## config.mk

```make
export PLATFORM = sky130hd
export DESIGN_NAME = rio_top
export DESIGN_NICKNAME = d
export VERILOG_FILES = /design/src/verilog/rio_pkg.sv /design/src/verilog/rio_top.sv
export SDC_FILE = /design/constraint.sdc
export NUM_CORES = 1
export LEC_CHECK = 0
export ABC_AREA = 1
export BUFFER_PORTS_ARGS = -buffer_cell sky130_fd_sc_hd__buf_2
export CAP_MARGIN = 10
export CORE_UTILIZATION = 50
export DETAILED_ROUTE_END_ITERATION = 10
export PLACE_DENSITY = 0.68
export SETUP_SLACK_MARGIN = 0.5
export SLEW_MARGIN = 20
export SYNTH_ARGS = -nofsm -noshare
export SYNTH_HDL_FRONTEND = slang
export SYNTH_SLANG_ARGS = --single-unit
```

## constraint.sdc

```tcl
create_clock -name clock -period 3.7 [get_ports clock]
set_clock_uncertainty 0.2 [all_clocks]
set_input_delay 0.74 -clock clock [delete_from_list [all_inputs] [get_ports clock]]
set_output_delay 0.74 -clock clock [all_outputs]
set_load 0.01 [all_outputs]
```

## src/verilog/rio_pkg.sv

```systemverilog
// Shared constants and types for the relay I/O signalling block.
// Assumes a single 50 MHz clock domain and a plain register port.
package rio_pkg;

  // ****************************************
  // Sizes
  // ****************************************
  localparam int LOCAL_INPUTS  = 3;
  localparam int EXP_INPUTS    = 10;
  localparam int LOCAL_OUTPUTS = 3;
  localparam int EXP_OUTPUTS   = 4;
  localparam int ALL_OUTPUTS   = LOCAL_OUTPUTS + EXP_OUTPUTS;
  localparam int PARAM_WORDS   = 10;

  // ****************************************
  // Timing
  // ****************************************
  localparam int CLK_HZ          = 50_000_000;
  localparam int DEBOUNCE_US     = 5000;
  localparam int DEBOUNCE_CYCLES = CLK_HZ / 1_000_000 * DEBOUNCE_US;
  localparam int BLINK_HALF_MS   = 250;
  localparam int BLINK_CYCLES    = CLK_HZ / 1000 * BLINK_HALF_MS;

  // ****************************************
  // Register indexes and fields
  // ****************************************
  localparam logic [4:0] REG_CTRL      = 5'h00;
  localparam logic [4:0] REG_SERIAL    = 5'h01;
  localparam logic [4:0] REG_NODE      = 5'h02;
  localparam logic [4:0] REG_STATUS    = 5'h03;
  localparam logic [4:0] REG_EXP_IN    = 5'h04;
  localparam logic [4:0] REG_OUT_STATE = 5'h05;
  localparam logic [4:0] REG_SUM       = 5'h06;
  localparam logic [4:0] REG_OUTCFG0   = 5'h08;
  localparam logic [4:0] REG_OUTCFG6   = 5'h0E;
  localparam int CTRL_EXT_TRIG = 0;
  localparam int CTRL_IRF_TRIP = 1;
  localparam int STAT_FAULT    = 3;
  localparam logic [7:0]  NODE_MIN   = 8'h01;
  localparam logic [7:0]  NODE_MAX   = 8'hFA;
  localparam logic [7:0]  NODE_RESET = 8'h01;
  localparam logic [15:0] SUM_RESET  = 16'h0001;
  localparam logic [1:0]  PAR_NONE   = 2'h0;
  localparam logic [1:0]  PAR_ODD    = 2'h1;
  localparam logic [1:0]  PAR_EVEN   = 2'h2;
  localparam logic [1:0]  PAR_BAD    = 2'h3;

  // ****************************************
  // Element vector positions
  // ****************************************
  localparam int ELEM_DELAYED0 = 6;
  localparam int ELEM_REMOTE   = 12;
  localparam int ELEM_IRF      = 13;
  localparam int ELEM_BF       = 14;

  // ****************************************
  // Types
  // ****************************************
  typedef enum logic [2:0] {
    ST_INIT  = 3'h1,
    ST_SUM   = 3'h2,
    ST_CHECK = 3'h4
  } rio_test_t;

  typedef struct packed {
    logic       enable;
    logic       normally_energized;
    logic [3:0] source;
  } rio_outcfg_t;

  typedef struct packed {
    logic green_open;
    logic red_closed;
    logic red_trip;
    logic power_fault;
  } rio_leds_t;

  typedef struct packed {
    rio_test_t                     st;
    logic [2:0]                    sync1;
    logic [2:0]                    sync2;
    logic [2:0]                    deb;
    logic [2:0][17:0]              dcnt;
    logic                          deb_prev;
    logic                          btn_s1;
    logic                          btn_s2;
    logic                          btn_prev;
    logic [23:0]                   blink_cnt;
    logic                          blink;
    logic [1:0]                    ctrl;
    logic [2:0]                    serial;
    logic [7:0]                    node;
    logic [15:0]                   sum_ref;
    logic [9:0]                    exp_in;
    rio_outcfg_t [ALL_OUTPUTS-1:0] outcfg;
    logic [3:0]                    idx;
    logic [15:0]                   acc;
    logic                          test_done;
    logic                          irf_fault;
    logic                          trip_latch;
    logic [1:0]                    act_parity;
    logic                          act_baud;
    logic [ALL_OUTPUTS-1:0]        relay;
    rio_leds_t                     leds;
    logic                          osc_trig;
    logic                          event_log;
    logic                          frame_hit;
    logic [15:0]                   rdata;
  } rio_state_t;

endpackage

```

## src/verilog/rio_top.sv

```systemverilog
// Relay I/O signalling: contact inputs, output relays, self-test, LEDs
// and rear serial port settings.
// Assumes contact pins are asynchronous, protection and UART logic share clock.
//
// The register offsets and the plain strobed port were chosen for this implementation.
`timescale 1ns/10ps

module rio_top #(
  parameter int DEBOUNCE_CYC = rio_pkg::DEBOUNCE_CYCLES,  // Debounce length
  parameter int BLINK_CYC    = rio_pkg::BLINK_CYCLES       // LED half period
) (
  input  wire logic                             clock,          // 50 MHz clock
  input  wire logic                             rst_b,          // Async reset, low
  input  wire logic [rio_pkg::LOCAL_INPUTS-1:0] local_in,       // Contact pins, 1 = shorted
  input  wire logic                             reset_button,   // Front reset pin
  input  wire logic [5:0]                       prot_inst,      // Instantaneous elements
  input  wire logic [5:0]                       prot_delayed,   // Time-delayed trips
  input  wire logic                             prot_timing,    // A timer is running
  input  wire logic                             breaker_fail,   // Breaker failure seen
  input  wire logic                             adc_ok,         // Converter check good
  input  wire logic                             dsp_ok,         // Processor check good
  input  wire logic [7:0]                       rx_addr,        // Received frame address
  input  wire logic                             rx_addr_valid,  // Address strobe
  input  wire logic [4:0]                       addr,           // Register index
  input  wire logic [15:0]                      wdata,          // Write data
  input  wire logic                             wr,             // Write strobe
  input  wire logic                             rd,             // Read strobe
  output logic      [15:0]                      rdata,          // Read data, next cycle
  output logic                                  blocking_active,    // Blocking input
  output logic                                  remote_trip_active, // Remote trip input
  output logic                                  breaker_closed,     // Breaker position
  output logic      [rio_pkg::ALL_OUTPUTS-1:0]  relay_drive,    // 1 = coil energized
  output rio_pkg::rio_leds_t                    leds,           // Front LEDs, 1 = lit
  output logic                                  osc_trigger,    // Recording start pulse
  output logic                                  event_log,      // Fault event pulse
  output logic                                  frame_for_us,   // Address match pulse
  output logic      [1:0]                       serial_parity,  // Active parity
  output logic                                  serial_baud,    // 0 = 9600, 1 = 19200
  output logic      [7:0]                       node_address,   // Node address
  output logic                                  test_done       // Power-up test over
);

  // ****************************************
  // Constants and helpers
  // ****************************************
  localparam logic [17:0] DEB_LIM   = 18'(DEBOUNCE_CYC);
  localparam logic [23:0] BLINK_LIM = 24'(BLINK_CYC);

  // Reset image of the whole state
  function automatic rio_pkg::rio_state_t reset_value();
    rio_pkg::rio_state_t s;
    s         = '0;
    s.st      = rio_pkg::ST_INIT;
    s.node    = rio_pkg::NODE_RESET;
    s.sum_ref = rio_pkg::SUM_RESET;
    return s;
  endfunction

  localparam rio_pkg::rio_state_t STATE_RESET = reset_value();

  // Index names a stored setting
  function automatic logic is_param(input logic [4:0] a);
    return (a == rio_pkg::REG_CTRL) || (a == rio_pkg::REG_SERIAL) ||
           (a == rio_pkg::REG_NODE) || (a == rio_pkg::REG_SUM) ||
           ((a >= rio_pkg::REG_OUTCFG0) && (a <= rio_pkg::REG_OUTCFG6));
  endfunction

  // Setting word by checksum position
  function automatic logic [15:0] param_word(input rio_pkg::rio_state_t s,
                                             input logic [3:0] i);
    logic [15:0] w;
    w = 16'h0000;
    case (i)
      4'h0: w = {14'h0000, s.ctrl};
      4'h1: w = {13'h0000, s.serial};
      4'h2: w = {8'h00, s.node};
      default: w = {10'h000, s.outcfg[3'(i - 4'h3)]};
    endcase
    return w;
  endfunction

  // Register read decode, unmapped reads zero
  function automatic logic [15:0] read_word(input rio_pkg::rio_state_t s,
                                            input logic [4:0] a);
    logic [15:0] w;
    w = 16'h0000;
    case (a)
      rio_pkg::REG_CTRL:      w = {14'h0000, s.ctrl};
      rio_pkg::REG_SERIAL:    w = {13'h0000, s.serial};
      rio_pkg::REG_NODE:      w = {8'h00, s.node};
      rio_pkg::REG_STATUS:    w = {7'h00, s.act_baud, s.act_parity, s.test_done,
                                   s.trip_latch, s.irf_fault, s.deb};
      rio_pkg::REG_EXP_IN:    w = {6'h00, s.exp_in};
      rio_pkg::REG_OUT_STATE: w = {9'h000, s.relay};
      rio_pkg::REG_SUM:       w = s.sum_ref;
      default: begin
        if ((a >= rio_pkg::REG_OUTCFG0) && (a <= rio_pkg::REG_OUTCFG6)) begin
          w = {10'h000, s.outcfg[3'(a - rio_pkg::REG_OUTCFG0)]};
        end
      end
    endcase
    return w;
  endfunction

  rio_pkg::rio_state_t cur;
  rio_pkg::rio_state_t next_cur;
  logic [15:0]         elem;
  logic                press;
  logic                irf_el;
  logic                any_trip;
  logic                detect;
  logic                fault_clr;

  // ****************************************
  // Next-state logic
  // ****************************************
  always_comb begin
    next_cur  = cur;
    detect    = 1'b0;
    fault_clr = 1'b0;
    // Pins through two flops first
    next_cur.sync1  = local_in;
    next_cur.sync2  = cur.sync1;
    next_cur.btn_s1 = reset_button;
    next_cur.btn_s2 = cur.btn_s1;
    next_cur.btn_prev = cur.btn_s2;
    press = cur.btn_s2 & ~cur.btn_prev;
    // Debounce: level must hold for the full count
    for (int i = 0; i < rio_pkg::LOCAL_INPUTS; i++) begin
      if (cur.sync2[i] == cur.deb[i]) begin
        next_cur.dcnt[i] = 18'h00000;
      end else if (cur.dcnt[i] >= DEB_LIM - 18'h00001) begin
        next_cur.deb[i]  = cur.sync2[i];
        next_cur.dcnt[i] = 18'h00000;
      end else begin
        next_cur.dcnt[i] = cur.dcnt[i] + 18'h00001;
      end
    end
    next_cur.deb_prev = cur.deb[2];
    // Flash phase shared by the red and power LEDs
    if (cur.blink_cnt >= BLINK_LIM - 24'h000001) begin
      next_cur.blink_cnt = 24'h000000;
      next_cur.blink     = ~cur.blink;
    end else begin
      next_cur.blink_cnt = cur.blink_cnt + 24'h000001;
    end

    // Self-test sequencer, loops forever after the first pass
    case (cur.st)
      rio_pkg::ST_INIT: begin
        next_cur.idx = 4'h0;
        next_cur.acc = 16'h0000;
        next_cur.st  = rio_pkg::ST_SUM;
      end
      rio_pkg::ST_SUM: begin
        next_cur.acc = cur.acc + param_word(cur, cur.idx);
        if (cur.idx == 4'(rio_pkg::PARAM_WORDS - 1)) begin
          next_cur.st = rio_pkg::ST_CHECK;
        end else begin
          next_cur.idx = cur.idx + 4'h1;
        end
      end
      rio_pkg::ST_CHECK: begin
        detect = (cur.acc != cur.sum_ref) | ~adc_ok | ~dsp_ok;
        next_cur.test_done = 1'b1;
        if (!cur.test_done) begin
          next_cur.act_parity = cur.serial[2:1];
          next_cur.act_baud   = cur.serial[0];
        end
        next_cur.idx = 4'h0;
        next_cur.acc = 16'h0000;
        next_cur.st  = rio_pkg::ST_SUM;
      end
      default: begin
        next_cur.st = rio_pkg::ST_INIT;
      end
    endcase

    // Register writes
    if (wr) begin
      case (addr)
        rio_pkg::REG_CTRL: next_cur.ctrl = wdata[1:0];
        rio_pkg::REG_SERIAL: begin
          if (wdata[2:1] != rio_pkg::PAR_BAD) begin
            next_cur.serial = wdata[2:0];
          end
        end
        rio_pkg::REG_NODE: begin
          if ((wdata[15:8] == 8'h00) && (wdata[7:0] >= rio_pkg::NODE_MIN) &&
              (wdata[7:0] <= rio_pkg::NODE_MAX)) begin
            next_cur.node = wdata[7:0];
          end
        end
        rio_pkg::REG_STATUS: fault_clr = wdata[rio_pkg::STAT_FAULT];
        rio_pkg::REG_EXP_IN: next_cur.exp_in = wdata[9:0];
        rio_pkg::REG_SUM: next_cur.sum_ref = wdata;
        default: begin
          if ((addr >= rio_pkg::REG_OUTCFG0) && (addr <= rio_pkg::REG_OUTCFG6)) begin
            next_cur.outcfg[3'(addr - rio_pkg::REG_OUTCFG0)] = wdata[5:0];
          end
        end
      endcase
      // A stored setting restarts the checksum pass
      if (is_param(addr)) begin
        next_cur.st  = rio_pkg::ST_SUM;
        next_cur.idx = 4'h0;
        next_cur.acc = 16'h0000;
      end
    end

    // Internal fault: set wins over software clear
    next_cur.irf_fault = detect | (cur.irf_fault & ~fault_clr);
    next_cur.event_log = detect & ~cur.irf_fault & cur.ctrl[rio_pkg::CTRL_IRF_TRIP];
    irf_el = cur.irf_fault & cur.ctrl[rio_pkg::CTRL_IRF_TRIP];

    // Element vector for relay assignment
    elem = {1'b0, breaker_fail, irf_el, cur.deb[1], prot_delayed, prot_inst};
    any_trip = (|prot_delayed) | cur.deb[1] | irf_el;
    next_cur.trip_latch = any_trip | (cur.trip_latch & ~press);

    // Relay drive: selected element, then polarity
    for (int i = 0; i < rio_pkg::ALL_OUTPUTS; i++) begin
      next_cur.relay[i] = (cur.outcfg[i].enable & elem[cur.outcfg[i].source]) ^
                          cur.outcfg[i].normally_energized;
    end

    // Front LEDs
    next_cur.leds.green_open = ~cur.deb[2];
    next_cur.leds.red_closed = breaker_fail ? cur.blink : cur.deb[2];
    next_cur.leds.red_trip   = cur.trip_latch | (prot_timing & cur.blink);
    next_cur.leds.power_fault = cur.irf_fault ? cur.blink : 1'b1;

    // Recording trigger on breaker opening
    next_cur.osc_trig = cur.ctrl[rio_pkg::CTRL_EXT_TRIG] & cur.deb_prev & ~cur.deb[2];

    // Frame address filter
    next_cur.frame_hit = rx_addr_valid & (rx_addr == cur.node);

    // Read data valid the cycle after the strobe only
    next_cur.rdata = rd ? read_word(cur, addr) : 16'h0000;
  end

  // ****************************************
  // State register
  // ****************************************
  always_ff @(posedge clock or negedge rst_b) begin
    if (!rst_b) begin
      cur <= STATE_RESET;
    end else begin
      cur <= next_cur;
    end
  end

  // Outputs straight from the state flops
  assign rdata              = cur.rdata;
  assign blocking_active    = cur.deb[0];
  assign remote_trip_active = cur.deb[1];
  assign breaker_closed     = cur.deb[2];
  assign relay_drive        = cur.relay;
  assign leds               = cur.leds;
  assign osc_trigger        = cur.osc_trig;
  assign event_log          = cur.event_log;
  assign frame_for_us       = cur.frame_hit;
  assign serial_parity      = cur.act_parity;
  assign serial_baud        = cur.act_baud;
  assign node_address       = cur.node;
  assign test_done          = cur.test_done;
endmodule

```

-- Word level (Yosys, flattened, before mapping)
Cells that the tools add are included.
- logic and storage cells: 215
- input port bits: 54
- output and inout bits: 45
- flip-flop bits (word level): 232
- reductions and logical operators: 24
- muxes and demuxes: 46
- order comparisons: 18
- add/subtract/negate cells: 8
- bitwise logic cells: 44
- equal/unequal tests: 18
- operators with widths (operator ; number):
    16-bit one-hot mux with 7 select lines ; 1
    18-bit 2-to-1 mux ; 6
    18-bit by 1-bit adder with 18-bit output (second input constant) ; 3
    18-bit >= comparator (second input constant) ; 3
    42-bit bitwise mux ; 1
    20-bit 2-to-1 mux ; 2
    20-bit one-hot mux with 2 select lines ; 1
    6-bit binary-select mux with 3-bit select ; 2
    4-bit by 5-bit < comparator with 1-bit output (second input constant) ; 7
    16-bit 2-to-1 mux ; 2
    1-bit binary-select mux with 4-bit select ; 7
    24-bit by 1-bit adder with 24-bit output (second input constant) ; 1
    24-bit >= comparator (second input constant) ; 1
    24-bit 2-to-1 mux ; 1
    6-bit 2-to-1 mux ; 4
    8-bit one-hot mux with 3 select lines ; 1
    6-bit demux with 3-bit select ; 1
    1-bit AND ; 17
    16-bit adder ; 1
    16-bit != test ; 1
    5-bit by 3-bit equality test with 1-bit output (second input constant) ; 3
    2-bit AND reduction ; 7
    1-bit NOT ; 13
    1-bit 2-to-1 mux ; 12
    other kinds (33) ; 60

-- Depth between registers and ports, before layout
- depth in word-level cells: 9
- depth in mapped cells: 21
- depth with buffers taken out: 19

-- Worst setup path after synthesis
Ideal clock, no wire load.
- path type: reg-to-reg
- start: register cur[52] (netlist bit)
- end: register cur[44] (netlist bit)
- setup slack: 0.371 ns
- arrival: 3.009 ns
- data required time: 3.380 ns
- buffers on the path: 2
- stages on the path, launching flop included: 21
- library setup time: 0.120 ns
- clock period less this slack: 3.329 ns
- path through: dfrtp_1 -> clkinv_1 -> clkbuf_1 -> ha_1 -> inv_1 -> clkbuf_1 -> o21ai_0 -> o221ai_1 -> nand3_1 -> nand2_1 -> ha_1 -> inv_1 -> fa_1 -> inv_1 -> nand3_1 -> nand3_1 -> nand2_1 -> nand2_1 -> nand3_1 -> nand2_1 -> a21oi_1
- RTL lines (item ; RTL line ; RTL):
    start, declared ; rio_top.sv:105 ; rio_pkg::rio_state_t cur;
    start signal, assigned ; rio_top.sv:250 ; cur <= next_cur;

==> impl_metrics.csv <==
group,metric,value,unit
sta,period_needed,2.96,ns
yosys,seq_area_frac_synth,42.6,%
grt,grt_pass1_wl,63300,um
placed_design,portBuffers,98,
pwr,ir_drop,447,uV
final_layout,final_common_cell,"nand2_1",
critical_path,cp_cell_sequence,"inv_1, ha_2, inv_4, o21ai_0, o221ai_1, nand3_1, nand2_2, ha_4, inv_1, fa_2, inv_1, nand3_1, nand3_2, nand2_1, nand2_2, nand3_1, nand2_1, a21oi_1",
placed_design,place_congestion,0.968,
routing,drtIter0Drc,1350,
run_status,status,"complete, no violations",
final_layout,area_delta_synth_final,11.6,%
critical_path,worst_path_max_delay_cell,"dfrtp_1",
routing,dr_total_vias,12800,
routing,m1WireLength,18100,um
sta,hold_viol,0,
clocking,cts_tree,"done",
yosys,synth_nets,1983,
floorplan,rows,60,
sta,relSlewSlack,35.7,%
yosys,ys_ff_latch,232,
routing,route.met3.wl,2800,um
yosys,synth_edf_count,0,
sta,setup_viol,0,
critical_path,critical_path_class,"reg2reg",
floorplan,die_w,167,um
sta,maxSlewViolCount,0,
yosys,avgSynthCellArea,7.14,sq um
sta,fin_setup_tns,0,ns
sta,fmax,337,MHz
clocking,htree_levels,1,
pwr,p_total,0.00794,W
placed_design,hpwl,29100,um
critical_path,required,3.93,ns
pwr,power_density,522,nW/um^2
clocking,cts-root-buf,"clkbuf_16",
routing,wl_per_cell,16.9,um
yosys,synthCells,1911,
sta,final.setup.worst_slack,0.737,ns
grt,grt_max_degree,79,
clocking,cts_made_buffers,27,
clocking,cts_num_sinks,232,
yosys,ys_warn_count,0,
worst_hold_path,hp-class,"in2reg",
yosys,async_reset_ff_share,100,%
yosys,synth_area,13600,sq um
grt,antenna_found_initial,1,
yosys,yosysUniqueCellTypes,45,
final_layout,final_cell_mix,"535 x nand2_1, 242 x nor2_1, 229 x dfrtp_1",
routing,wl_met2,17200,um
floorplan,fp.dieH,167,um
grt,grt_usage,28.6,%
sta,rsz0062_at_grt,"true",
routing,drc_errors,0,
floorplan,dieArea,27900,sq um
floorplan,io-pin-count,99,
final_layout,final_util,56.6,%
clocking,clk_pin_slew,0.06,ns
routing,first_pass_iters,6,
floorplan,core,26900,sq um
routing,dr.max_layer_used,"met4",
yosys,ys_dominant_reg_cell,"dfrtp_1",
job,maxCapViolations,0,
final_layout,final_layout_size_suffix_gt1_share,10.5,%
worst_hold_path,whs_path_depth,1,
routing,avgViaCountPerCell,5.48,
routing,antenna_left,0,
placed_design,place_ws,0.453,ns
critical_path,endpoint_kind,"flop",
sta,fin_crit_sh,80.1,%
grt,gr-total-overflow,0,
sta,tightest_slew,0.962,ns
grt,grt_pass1_vias,11900,
critical_path,cp-start-kind,"flop",
critical_path,reg2regPathDepth,18,
final_layout,fin_area,15200,sq um
final_layout,nFillCells,2568,
clocking,cts_max_path_buffers,3,
final_layout,nets,2035,
critical_path,crit_path_max_fanout,8,
critical_path,slowest_delay,0.42,ns
critical_path,cp_data_arrival_time,3.20,ns
clocking,insertion_delay,0.55,ns
pwr,leakage,7.30,nW
placed_design,dpl_cell_area,14200,sq um
floorplan,start_util,50.7,%
routing,wl,39300,um
==> routing by layer <==
layer	track usage (%)	up-vias
met3	3.78	81
met5	0	-
met4	9.61	0
met2	43.5	446
met1	42.0	6003
li1	-	6223
==> cells in the mapped netlist (11+ instances only) <==
cell type / instances / area share (%)
nand2_1: 538 / 15
nor2_1: 243 / 6.7
dfrtp_1: 229 / 42
inv_1: 197 / 5.4
nand3_1: 182 / 6.7
o21ai_0: 115 / 4.2
o21ai_1: 59 / 2.2
buf_4: 38 / 2.1
nand4_1: 33 / 1.5
a21oi_1: 31 / 1.1
xor2_1: 31 / 2.0
nor3_1: 30 / 1.1
clkbuf_1: 29 / 0.80
xnor2_1: 28 / 1.8
buf_2: 21 / 0.77
o22ai_1: 19 / 0.87
ha_1: 17 / 1.6
o221ai_1: 12 / 0.77
inv_2: 11 / 0.30
==> worst paths after layout <==
path	from	end	slack, ns
hold reg to reg	cur[228]	cur[225]	0.15
min in group asynchronous	rst_b	cur[191]	0.56
setup reg to reg	cur[53]	cur[44]	0.74
hold / removal	reset_button	cur[164]	0.1
max in group asynchronous	rst_b	cur[181]	1.97
setup / recovery	cur[53]	cur[44]	0.74
==> registers in the layout (all words and copies together) (netlist names) <==
register and flops:
leds 4, serial_baud 1, serial_parity 2, event_log 1
relay_drive 7, cur 187, test_done 1, node_address 8
remote_trip_active 1, breaker_closed 1, blocking_active 1, osc_trigger 1
rdata 16, frame_for_us 1
==> timing repair <==
| action | CTS | global route |
|---|---|---|
| setup endpoints to repair | 2 | 6 |
| setup buffers | 0 | 2 |
| hold buffers | 1 | 0 |
| endpoints found under the hold margin | 36 | 0 |
| pin swaps | 0 | 3 |
| gates resized for setup | 1 | 18 |
==> power by group <==
part / total, W / internal [W] / leakage (nW) / switching (W)
registers: 0.00312 / 0.00278 / 3.08 / 0.000336
clock network: 0.00283 / 0.00171 / 0.454 / 0.00111
logic: 0.00200 / 0.000705 / 3.77 / 0.00129
==> logic make-up (layout without fill, tap and decap cells) <==
family	Yosys count	count (layout)	share of synthesized area (%)
adder cells (fa/ha/maj)	18	18	1.71
AND/OR/NAND/NOR	1054	1054	32.5
XOR/XNOR	59	59	3.79
buffers and inverters	303	376	9.66
flip-flops	232	232	42.6
AO/OA/AOI/OAI	245	245	9.73
other	0	1	0
==> per-stage QoR <==
stage,instances,hold WS [ns]
floorplan,1911,0.131
CTS,2323,0.0813
detailed placement,2272,0.137
global route,2326,0.0835
global placement,2272,0.136
finish,2326,0.0979
==> final cells by class <==
type	count	area, sq um	share of cell area, %
clock buffer	35	746	4.90
sequential	232	5810	38.2
clock inverter	15	210	1.38
antenna	1	2.50	0.0164
tap	341	427	2.80
multi-input combinational	1376	6560	43.1
timing repair buffer	115	663	4.36
inverter	211	796	5.23
==> worst max-delay path: cells and delay by family (launching register included) <==
kind / cells / cell delay [ns]
buf+inv: 4 / 0.32
compound gates: 3 / 0.33
fa+ha+maj: 3 / 0.79
flops: 1 / 0.42
simple gates: 8 / 0.78
Note: power is estimated with default switching activity, not from simulation.
